<file path="src/inc/wake_cdr_map.vh">
// register offsets, field positions and reset values of the wake recovery register slice
`ifndef WAKE_CDR_MAP_VH
`define WAKE_CDR_MAP_VH
`define ADDR_OSC_CALIB_HIGH 7'h3A
`define ADDR_OSC_CALIB_LOW 7'h3B
`define ADDR_RECOVERY_CONTROL_ONE 7'h3C
`define ADDR_RECOVERY_CONTROL_TWO 7'h3D
`define ADDR_BIT_TIME_UPPER_LIMIT 7'h3E
`define ADDR_BIT_TIME_LOWER_LIMIT 7'h3F
`define RST_OSC_CALIB 8'h00
`define RST_RECOVERY_CONTROL_ONE 8'h04
`define RST_RECOVERY_CONTROL_TWO 8'h00
`define RST_UPPER_LIMIT 8'hA8
`define RST_LOWER_LIMIT 8'h98
`define MASK_RECOVERY_CONTROL_ONE 8'h0D
`define MASK_RECOVERY_CONTROL_TWO 8'h03
`define BIT_RECOVERY_ENABLE 0
`define FILTER_SEL_HI 3
`define FILTER_SEL_LO 2
`define CLOCK_SEL_HI 1
`define CLOCK_SEL_LO 0
`define FRAME_BITS 16
`define ACCESS_BIT 7
`define TC_8 6'h08
`define TC_16 6'h10
`define TC_32 6'h20
`endif

</file>
<file path="src/core/wake_cdr_spi_shift.v">
// spi slave shifter: samples pins, assembles 16-bit frames, shifts out read data
`timescale 1ns/1ns
`default_nettype none
`include "wake_cdr_map.vh"
module wake_cdr_spi_shift (
  input wire core_clk_i,
  input wire rst_n_i,
  input wire spi_clk_i,
  input wire spi_cs_n_i,
  input wire spi_mosi_i,
  input wire [7:0] read_data_i,
  output reg spi_miso_o,
  output reg spi_miso_oe_o,
  output reg [6:0] addr_o,
  output reg access_o,
  output reg addr_valid_o,
  output reg [7:0] data_o,
  output reg frame_done_o
);
  reg [2:0] sclk_sync_reg;
  reg [1:0] cs_sync_reg;
  reg [1:0] mosi_sync_reg;
  reg [4:0] count_reg;
  reg [15:0] shift_reg;
  reg [7:0] out_reg;
  wire rise;
  wire fall;
  wire active;
  // first stage of each synchroniser feeds only its second stage
  assign rise = sclk_sync_reg[1] & ~sclk_sync_reg[2];
  assign fall = ~sclk_sync_reg[1] & sclk_sync_reg[2];
  assign active = ~cs_sync_reg[1];
  //////////////////////////////////////////////////////////////////////////
  // two-flop synchronisers; spi clock is only a sampled input here
  always @(posedge core_clk_i) begin
    if (!rst_n_i) begin
      sclk_sync_reg <= 3'h0;
      cs_sync_reg <= 2'h3;
      mosi_sync_reg <= 2'h0;
    end else begin
      sclk_sync_reg <= {sclk_sync_reg[1:0], spi_clk_i};
      cs_sync_reg <= {cs_sync_reg[0], spi_cs_n_i};
      mosi_sync_reg <= {mosi_sync_reg[0], spi_mosi_i};
    end
  end
  //////////////////////////////////////////////////////////////////////////
  // frame shifter, lsb first: bits 0..6 address, 7 access, 8..15 data
  always @(posedge core_clk_i) begin
    if (!rst_n_i) begin
      count_reg <= 5'h00;
      shift_reg <= 16'h0000;
      out_reg <= 8'h00;
      addr_o <= 7'h00;
      access_o <= 1'b0;
      addr_valid_o <= 1'b0;
      data_o <= 8'h00;
      frame_done_o <= 1'b0;
      spi_miso_o <= 1'b0;
      spi_miso_oe_o <= 1'b0;
    end else begin
      addr_valid_o <= 1'b0;
      frame_done_o <= 1'b0;
      spi_miso_oe_o <= active;
      if (!active) begin
        // a short frame is dropped whole
        count_reg <= 5'h00;
      end else if (rise && count_reg != 5'h10) begin
        shift_reg <= {mosi_sync_reg[1], shift_reg[15:1]};
        count_reg <= count_reg + 5'h01;
        if (count_reg == 5'h07) begin
          // first byte in: address and access bit known
          addr_o <= shift_reg[15:9];
          access_o <= mosi_sync_reg[1];
          addr_valid_o <= 1'b1;
        end
        if (count_reg == 5'h0F) begin
          // data bits d0..d7 sit at frame bits 8..15
          data_o <= {mosi_sync_reg[1], shift_reg[15:9]};
          frame_done_o <= 1'b1;
        end
      end else if (fall) begin
        if (count_reg == 5'h08) begin
          out_reg <= {1'b0, read_data_i[7:1]};
          spi_miso_o <= read_data_i[0];
        end else begin
          out_reg <= {1'b0, out_reg[7:1]};
          spi_miso_o <= out_reg[0];
        end
      end
    end
  end
endmodule // wake_cdr_spi_shift
`default_nettype wire

</file>
<file path="src/core/wake_cdr_config_regs.v">
// wake clock-data-recovery configuration registers behind a 16-bit spi frame
`timescale 1ns/1ns
`default_nettype none
`include "wake_cdr_map.vh"
module wake_cdr_config_regs #(
  parameter SPACING_WIDTH = 4
) (
  input wire core_clk_i,
  input wire rst_n_i,
  input wire soft_reset_i,
  input wire spi_clk_i,
  input wire spi_cs_n_i,
  input wire spi_mosi_i,
  input wire calib_valid_i,
  input wire [7:0] calib_result_high_i,
  input wire [7:0] calib_result_low_i,
  input wire edge_spacing_valid_i,
  input wire [SPACING_WIDTH-1:0] edge_spacing_i,
  input wire measured_valid_i,
  input wire [7:0] measured_bit_time_i,
  output reg spi_miso_o,
  output reg spi_miso_oe_o,
  output reg recovery_enable_o,
  output reg [5:0] filter_time_constant_o,
  output reg [1:0] recovery_clock_select_o,
  output reg [6:0] recovery_clock_mhz_o,
  output reg [7:0] upper_bit_time_limit_o,
  output reg [7:0] lower_bit_time_limit_o,
  output reg [7:0] clamped_bit_time_o,
  output reg clamped_valid_o
);
  reg [7:0] osc_calib_high_reg;
  reg [7:0] osc_calib_low_reg;
  reg [7:0] recovery_control_one_reg;
  reg [7:0] recovery_control_two_reg;
  reg [7:0] bit_time_upper_limit_reg;
  reg [7:0] bit_time_lower_limit_reg;
  reg [5:0] adapt_constant_reg;
  reg [7:0] read_data_next;
  wire miso_w;
  wire miso_oe_w;
  wire [6:0] frame_addr;
  wire frame_access;
  wire frame_addr_valid;
  wire [7:0] frame_data;
  wire frame_done;
  wire [1:0] filter_sel;

  //////////////////////////////////////////////////////////////////////////
  // fixed filter codes map straight to a constant
  function [5:0] fixed_constant;
    input [1:0] code;
    begin
      case (code)
        2'h0: fixed_constant = `TC_8;
        2'h1: fixed_constant = `TC_16;
        default: fixed_constant = `TC_32;
      endcase
    end
  endfunction

  // clock select to rate in mhz
  function [6:0] clock_mhz;
    input [1:0] code;
    begin
      case (code)
        2'h0: clock_mhz = 7'h50;
        2'h1: clock_mhz = 7'h28;
        2'h2: clock_mhz = 7'h14;
        default: clock_mhz = 7'h0A;
      endcase
    end
  endfunction

  //////////////////////////////////////////////////////////////////////////
  wake_cdr_spi_shift u_shift (
    .core_clk_i(core_clk_i),
    .rst_n_i(rst_n_i),
    .spi_clk_i(spi_clk_i),
    .spi_cs_n_i(spi_cs_n_i),
    .spi_mosi_i(spi_mosi_i),
    .read_data_i(read_data_next),
    .spi_miso_o(miso_w),
    .spi_miso_oe_o(miso_oe_w),
    .addr_o(frame_addr),
    .access_o(frame_access),
    .addr_valid_o(frame_addr_valid),
    .data_o(frame_data),
    .frame_done_o(frame_done)
  );

  assign filter_sel = recovery_control_one_reg[`FILTER_SEL_HI:`FILTER_SEL_LO];

  //////////////////////////////////////////////////////////////////////////
  // read mux, sampled by the shifter when the data byte begins
  always @* begin
    case (frame_addr)
      `ADDR_OSC_CALIB_HIGH: read_data_next = osc_calib_high_reg;
      `ADDR_OSC_CALIB_LOW: read_data_next = osc_calib_low_reg;
      `ADDR_RECOVERY_CONTROL_ONE: read_data_next = recovery_control_one_reg;
      `ADDR_RECOVERY_CONTROL_TWO: read_data_next = recovery_control_two_reg;
      `ADDR_BIT_TIME_UPPER_LIMIT: read_data_next = bit_time_upper_limit_reg;
      `ADDR_BIT_TIME_LOWER_LIMIT: read_data_next = bit_time_lower_limit_reg;
      default: read_data_next = 8'h00;
    endcase
  end

  //////////////////////////////////////////////////////////////////////////
  // calibration results: only hardware updates them, a clear frame leaves
  // them alone because every bit is read-only
  always @(posedge core_clk_i) begin
    if (!rst_n_i || soft_reset_i) begin
      osc_calib_high_reg <= `RST_OSC_CALIB;
      osc_calib_low_reg <= `RST_OSC_CALIB;
    end else if (calib_valid_i) begin
      // held until the next calibration, never auto-cleared
      osc_calib_high_reg <= calib_result_high_i;
      osc_calib_low_reg <= calib_result_low_i;
    end
  end

  //////////////////////////////////////////////////////////////////////////
  // control writes take effect at frame end; access bit 1 writes control
  // registers, access bit 0 is a plain read
  always @(posedge core_clk_i) begin
    if (!rst_n_i || soft_reset_i) begin
      recovery_control_one_reg <= `RST_RECOVERY_CONTROL_ONE;
      recovery_control_two_reg <= `RST_RECOVERY_CONTROL_TWO;
      bit_time_upper_limit_reg <= `RST_UPPER_LIMIT;
      bit_time_lower_limit_reg <= `RST_LOWER_LIMIT;
    end else if (frame_done && frame_access) begin
      case (frame_addr)
        `ADDR_RECOVERY_CONTROL_ONE:
          recovery_control_one_reg <= frame_data & `MASK_RECOVERY_CONTROL_ONE;
        `ADDR_RECOVERY_CONTROL_TWO:
          recovery_control_two_reg <= frame_data & `MASK_RECOVERY_CONTROL_TWO;
        `ADDR_BIT_TIME_UPPER_LIMIT: bit_time_upper_limit_reg <= frame_data;
        `ADDR_BIT_TIME_LOWER_LIMIT: bit_time_lower_limit_reg <= frame_data;
        default: ;
      endcase
    end
  end

  //////////////////////////////////////////////////////////////////////////
  // adaptive constant tracks falling edge spacing in bits; spacings
  // outside 2..10 keep the previous choice rather than guess
  always @(posedge core_clk_i) begin
    if (!rst_n_i || soft_reset_i) begin
      adapt_constant_reg <= `TC_16;
    end else if (edge_spacing_valid_i) begin
      if (edge_spacing_i >= 2 && edge_spacing_i <= 3) begin
        adapt_constant_reg <= `TC_32;
      end else if (edge_spacing_i >= 4 && edge_spacing_i <= 8) begin
        adapt_constant_reg <= `TC_16;
      end else if (edge_spacing_i >= 9 && edge_spacing_i <= 10) begin
        adapt_constant_reg <= `TC_8;
      end
    end
  end

  //////////////////////////////////////////////////////////////////////////
  // registered outputs toward the recovery datapath
  always @(posedge core_clk_i) begin
    if (!rst_n_i) begin
      spi_miso_o <= 1'b0;
      spi_miso_oe_o <= 1'b0;
      recovery_enable_o <= 1'b0;
      filter_time_constant_o <= `TC_16;
      recovery_clock_select_o <= 2'h0;
      recovery_clock_mhz_o <= 7'h50;
      upper_bit_time_limit_o <= `RST_UPPER_LIMIT;
      lower_bit_time_limit_o <= `RST_LOWER_LIMIT;
      clamped_bit_time_o <= 8'h00;
      clamped_valid_o <= 1'b0;
    end else begin
      spi_miso_o <= miso_w;
      spi_miso_oe_o <= miso_oe_w;
      recovery_enable_o <= recovery_control_one_reg[`BIT_RECOVERY_ENABLE];
      if (filter_sel == 2'h3) begin
        filter_time_constant_o <= adapt_constant_reg;
      end else begin
        filter_time_constant_o <= fixed_constant(filter_sel);
      end
      recovery_clock_select_o <= recovery_control_two_reg[`CLOCK_SEL_HI:`CLOCK_SEL_LO];
      recovery_clock_mhz_o <= clock_mhz(recovery_control_two_reg[1:0]);
      upper_bit_time_limit_o <= bit_time_upper_limit_reg;
      lower_bit_time_limit_o <= bit_time_lower_limit_reg;
      // clamp every cycle, valid only while recovery runs; limits are the plus/minus 5% window
      clamped_valid_o <= measured_valid_i & recovery_control_one_reg[0];
      if (measured_bit_time_i > bit_time_upper_limit_reg) begin
        clamped_bit_time_o <= bit_time_upper_limit_reg;
      end else if (measured_bit_time_i < bit_time_lower_limit_reg) begin
        clamped_bit_time_o <= bit_time_lower_limit_reg;
      end else begin
        clamped_bit_time_o <= measured_bit_time_i;
      end
    end
  end
endmodule // wake_cdr_config_regs
`default_nettype wire

</file>
<file path="config.mk">
export PLATFORM = sky130hd
export DESIGN_NAME = wake_cdr_config_regs
export DESIGN_NICKNAME = d
export VERILOG_FILES = /design/src/core/wake_cdr_spi_shift.v /design/src/core/wake_cdr_config_regs.v
export VERILOG_INCLUDE_DIRS = /design/src /design/src/inc
export SDC_FILE = /design/constraint.sdc
export NUM_CORES = 1
export LEC_CHECK = 0
export BUFFER_PORTS_ARGS = -buffer_cell sky130_fd_sc_hd__buf_2
export CORE_ASPECT_RATIO = 0.6
export CORE_MARGIN = 2
export CORE_UTILIZATION = 45
export CTS_BUF_LIST = sky130_fd_sc_hd__clkbuf_16
export DETAILED_ROUTE_END_ITERATION = 16
export GPL_TIMING_DRIVEN = 1
export HOLD_SLACK_MARGIN = 0.05
export PLACE_DENSITY_LB_ADDON = 0.25
export SLEW_MARGIN = 20
export SYNTH_ARGS = -nofsm -noshare
export SYNTH_HDL_FRONTEND = slang
export SYNTH_SLANG_ARGS = --single-unit
</file>
<file path="constraint.sdc">
create_clock -name core_clk_i -period 2.3 [get_ports core_clk_i]
set_input_delay 0.345 -clock core_clk_i [delete_from_list [all_inputs] [get_ports core_clk_i]]
set_output_delay 0.345 -clock core_clk_i [all_outputs]
set_load 0.005 [all_outputs]
</file>
==> results.cfg, run 1 <==
[clocking]
insertion_delay_ns = 0.41
cts_resized = 0
numCtsBuffers = 17
cts-root-buf = clkbuf_16
ctsLongestPathBuffers = 2
htree_levels = 4
clkSinkCount = 124
path_clk_slew_ns = 0.05
cts_tree = yes

[timing]
max_freq_ghz = 0.466
hold_viol = 0
period_minus_slack_ns = 2.14
setup_viol = 0
fin_hold_ws_ns = 0.138
slew-limit-headroom_pct = 55.4
rsz0062_at_grt = no
setup_ws_ns = 0.156
worstMarginPinSlew_ns = 0.667
clock-skew-final_ns = 0.00626
slew_viol_final = 0
tns_ns = 0
period_share_pct = 93.2

[yosys]
synthArstFlopShare_pct = 0
synth_edf_count = 0
ys_top_cells_by_area = dfxtp_1 (49%), mux2i_1 (13%), nor2_1 (5.9%), ha_1 (4.5%), nand2_1 (3.1%)
yosysTopAreaCell = dfxtp_1
synth_top_area_share_pct = 49.3
ys_seq_elements = 124
synth_area_per_cell_um2 = 9.82
yosys-top-cells-count = dfxtp_1 (124), nor2_1 (79), mux2i_1 (67)
synth_cell_types = 54
ys_seq_area_share_pct = 49.3
syn_inst = 513
syn_area_um2 = 5040
synth-main-ff-cell = dfxtp_1
yosysMostFrequentCell = dfxtp_1
synth_warnings = 0

[floorplan]
die_area_um2 = 12100
die_x_um = 141
core_area_um2 = 10700
die_h_um = 86.0
start_util_pct = 46.9
num_rows = 29
design.portCount = 80

[placed_design]
pre_cts_ws_ns = 0.214
placed_area_um2 = 5560
port_buffers = 75
gp_congestion = 0.828
hpwlAfterDp_um = 8500
dp_cells = 716

[global_route]
met1_usage_pct = 30.3
grt_usage_pct = 20.8
antenna_found_initial = 0
grt_use_met2_pct = 29.4
grt-ovfl-total = 0
grt_max_degree = 31
grt_pass1_vias = 3771
grt_pass1_wl_um = 19200
grtUsageMet3_pct = 5.92
busiest_layer = met1

[pwr]
p_sw_mw = 1.05
clockPowerShare_pct = 51.5
ir_drop_v = 0.000590
combPwrFrac_pct = 4.4
p_sw_share_pct = 21.0
power_mw = 4.98
p_leak_nw = 2.67
p_seq_share_pct = 44.1
pwr_density_cell_nw_per_um2 = 810
p_int_mw = 3.93

[drt]
vias_per_cell = 5.15
antenna_left = 0
wl_per_cell_um = 15.9
route.vias.total = 3855
drt_wl_total_um = 11900
drc = 0
drt_iter0_markers = 247
drt_pass1_iterations = 4

[layout]
seqCellArea_um2 = 2480
design_area_um2 = 6140
final_util_pct = 57.2
nFillCells = 916
antenna_cells = 0
drive_gt1_share_pct = 21.3
instances_no_fill = 749
synthToLayoutAreaGrowth_pct = 21.9
fin_nets = 654
multi_input_area_um2 = 2310

[critical_path]
crit_fanout = 6
arrival_ns = 2.45
crit_required_ns = 2.61
crit_path_end_kind = register
start_kind = register
criticalPathCategory = register to register

[outcome]
status = completed

[min_path]
hold_path_class = input port to register

[job]
cap_viol_max_count = 0
[cells in the final DEF, fill, tap and decap left out, types with 2 or more instances in the layout]
cell	synthesis	final
conb_1	1	4
inv_1	27	28
a31oi_1	2	2
a211oi_1	5	5
nand2_1	42	42
xor2_1	2	2
nor2b_1	3	3
nor4b_2	1	2
and3_1	3	3
a21oi_1	21	21
nand2b_1	7	7
o21ai_0	9	9
nand3_1	5	5
buf_4	6	18
clkinv_2	0	2
ha_1	18	18
buf_2	4	75
nor2_1	79	79
nand4_1	5	5
clkinv_1	0	6
a21o_1	2	2
bufinv_16	0	3
mux2i_1	67	67
o21ai_1	2	2
a221oi_1	8	8
or3_1	2	2
clkbuf_16	0	17
mux4_2	6	6
nor3_1	3	3
nor3b_1	2	2
a22oi_1	4	4
dfxtp_1	124	124
and2_1	12	12
[power by group through the flow]
stage / logic (mW) / registers, mW / clock network (mW)
global route: 0.244 / 2.19 / 2.71
floorplan: 0.133 / 2.23 / 0
CTS: 0.214 / 2.19 / 2.60
finish: 0.221 / 2.19 / 2.56
global placement: 0.204 / 2.24 / 0
detailed placement: 0.211 / 2.24 / 0
[path summary, 6_finish.rpt]
kind,to,startpoint,depth (start not counted),slack (ns)
setup / recovery,clamped_bit_time_o[6]$_SDFF_PN0_,bit_time_lower_limit_reg[1]$_SDFFE_PP0P_,7,0.16
hold / removal,u_shift.cs_sync_reg[0]$_SDFF_PN1_,spi_cs_n_i,2,0.14
setup reg to reg,clamped_bit_time_o[6]$_SDFF_PN0_,bit_time_lower_limit_reg[1]$_SDFFE_PP0P_,7,0.16
hold reg to reg,u_shift.cs_sync_reg[1]$_SDFF_PN1_,u_shift.cs_sync_reg[0]$_SDFF_PN1_,1,0.41
[cells by family after synthesis]
| logic type | synth area share, % |
|---|---|
| AOI/OAI and AO/OA | 8.32 |
| xor gates and xnor gates | 0.522 |
| adders and majority gates | 4.47 |
| DFF | 49.3 |
| and+or+nand+nor | 16.2 |
| buffers and inverters | 5.12 |
| muxes | 16.0 |
| other | 0.0744 |
[worst max-delay path: stages (launching register included)]
cell	delay (ns)
dfxtp_1	0.41
inv_1	0.09
ha_1	0.28
a2111o_1	0.40
a21oi_4	0.28
buf_4	0.20
mux2i_1	0.08
a221oi_1	0.30
[what timing repair did]
action                     4_1_cts  5_1_grt
setup endpoints to repair        0        1
buffers inserted                 0        3
hold buffers                     0        0
[cell type report]
class	instances	share of cell area, %
flip-flops and latches	124	40.4
multi-input cells	336	37.7
repair buffers	93	8.31
clock buffers	17	6.93
well taps	139	2.83
clock inverters	13	2.18
inverters	27	1.65
[routing by layer]
metal  up-vias  routed length (um)
met2       125                4850
met1      1790                6000
met3        13                 929
met5         -                   0
li1       1927                   -
met4         0                  98
(Power assumes the default switching activity.)
==> run 2, diff against run 1 <==
Clock period 2.3 ns to 1.8 ns, I/O delays scaled along.
==> run 2 against run 1 <==
Compared with the run above:
- the flow now finishes with violations (negative setup slack)
- maximum frequency is 17% higher
- via count up 3.2%
- register-to-register slack worse by 0.18 ns
==> results.cfg, run 2 (synthesis results as in run 1) <==
[outcome]
status = complete, but fails checks
violations = negative setup slack

[timing]
clock-skew-final_ns = 0.00691
setup_ws_ns = -0.0270
setup_viol = 2
max_freq_ghz = 0.547
fin_hold_ws_ns = 0.0741
hold_viol = 0
period_share_pct = 102
worstMarginPinSlew_ns = 0.650
slew_viol_final = 0
rsz0062_at_grt = yes
slew-limit-headroom_pct = 56.5
period_minus_slack_ns = 1.83

[critical_path]
criticalPathCategory = register to register
arrival_ns = 2.13
worstReg2RegEnd = clamped_bit_time_o[4]$_SDFF_PN0_
crit_required_ns = 2.10
crit_fanout = 8
crit_buf_inv = 1
r2r-start = bit_time_upper_limit_reg[1]$_SDFFE_PP0P_
r2r_cells = 7
critPathTopFamily = compound AO/OA/AOI/OAI gates
cp_slowest_cell = dfxtp_1
reg2reg_setup_slack_ns = -0.03
max_stage_delay_ns = 0.33
start_kind = register
crit_chain = inv_1 -> ha_1 -> nor2b_2 -> o211ai_1 -> a21o_2 -> a21o_4 -> a221oi_1
crit_path_end_kind = register

[global_route]
grt_pass1_wl_um = 19300
antenna_found_initial = 0
grt_usage_pct = 20.5
grt-ovfl-total = 0
grt_max_degree = 48
grt_pass1_vias = 3808

[job]
cap_viol_max_count = 0

[pwr]
ir_drop_v = 0.000722
p_leak_nw = 2.84
pwr_density_cell_nw_per_um2 = 968

[drt]
antenna_left = 0
wl_per_cell_um = 15.6
drt_iter0_markers = 279
drc = 0
drt_pass1_iterations = 4
drt_wl_total_um = 12100
vias_per_cell = 5.12
route.vias.total = 3979

[min_path]
hold_path_class = input port to register
hp-start = spi_clk_i
holdPathEnd = u_shift.sclk_sync_reg[0]$_SDFF_PN0_
hold_depth = 2

[clocking]
numCtsBuffers = 17
htree_levels = 4
path_clk_slew_ns = 0.06
insertion_delay_ns = 0.40
cts-root-buf = clkbuf_16
cts_tree = yes
ctsLongestPathBuffers = 2
clkSinkCount = 124

[layout]
antenna_cells = 0
final_cell_mix = dfxtp_1 (116), nor2_1 (79), buf_2 (75), mux2i_1 (66), buf_4 (41)
drive_gt1_share_pct = 30.9
fin_nets = 683
layout.cells.most_common = dfxtp_1
synthToLayoutAreaGrowth_pct = 30.6

[floorplan]
die_h_um = 86.0
design.portCount = 80
num_rows = 29
die_x_um = 141
start_util_pct = 46.9
core_area_um2 = 10700
die_area_um2 = 12100

[placed_design]
gp_congestion = 0.836
pre_cts_ws_ns = -0.0919
port_buffers = 75
hpwlAfterDp_um = 8650
## run 2: cell count changes in the layout (fill, tap and decap cells not counted), sizes merged
cell / previous run / this run
dlygate4sd3: 0 / 1
buf: 93 / 121
clkinv: 8 / 7
## run 2: final cells by class
class / instances / area (um^2)
clock buffers: 17 / 425
multi-input cells: 336 / 2490
repair buffers: 122 / 758
clock inverters: 12 / 133
flip-flops and latches: 124 / 2490
well taps: 139 / 174
inverters: 27 / 101
fillers: 864 / 4160
## run 2: how the worst max path moves through the flow
| stage | slack [ns] | end | start | cells after the start |
|---|---|---|---|---|
| after floorplan | -0.12 | u_shift.addr_o[0]$_SDFFE_PN0P_ | u_shift.count_reg[0]$_SDFFE_PP0N_ | 9 |
| after global placement | -0.05 | clamped_bit_time_o[1]$_SDFF_PN0_ | measured_bit_time_i[1] | 7 |
| final | -0.03 | clamped_bit_time_o[4]$_SDFF_PN0_ | bit_time_upper_limit_reg[1]$_SDFFE_PP0P_ | 7 |
| after CTS | 0.002 | clamped_bit_time_o[4]$_SDFF_PN0_ | bit_time_upper_limit_reg[7]$_SDFFE_PP1P_ | 6 |
| after global routing | -0.15 | u_shift.addr_o[4]$_SDFFE_PN0P_ | u_shift.count_reg[0]$_SDFFE_PP0N_ | 8 |
| after detailed placement | -0.09 | clamped_bit_time_o[1]$_SDFF_PN0_ | measured_bit_time_i[1] | 7 |
## run 2: what timing repair did
item,4_1_cts,5_1_grt
setup buffers,0,2
hold endpoints to repair,1,0
hold buffers,1,0
pin swaps,7,7
gates resized for setup,7,28
cloned,0,0
endpoints found under the setup margin,15,32
## run 2: routing by layer
layer	track usage, %	up-vias	routed length, um	part of all wire [%]
li1	-	1984	-	-
met1	30.7	1874	6290	52
met2	28.7	119	4980	41
met3	5.53	2	814	6.7
met4	5.91	0	27	0.22
met5	0	-	0	0
## run 2: report_power, final
part,internal [mW],total (mW),switching [mW]
logic,0.142,0.311,0.169
clock network,2.12,3.25,1.14
registers,2.78,2.80,0.0207
## run 2: through the flow
| stage | cell area [um^2] | util, % | power (mW) | TNS, ns | instances |
|---|---|---|---|---|---|
| floorplan | 5090 | - | 3.02 | -0.924 | 516 |
| global placement | 5830 | 54.3 | 3.13 | -0.300 | 745 |
| detailed placement | 5830 | 54.3 | 3.14 | -0.638 | 745 |
| CTS | 6440 | 59.9 | 6.40 | 0 | 775 |
| global route | 6580 | 61.2 | 6.60 | -1.27 | 777 |
| finish | 6580 | 61.2 | 6.37 | -0.0380 | 777 |
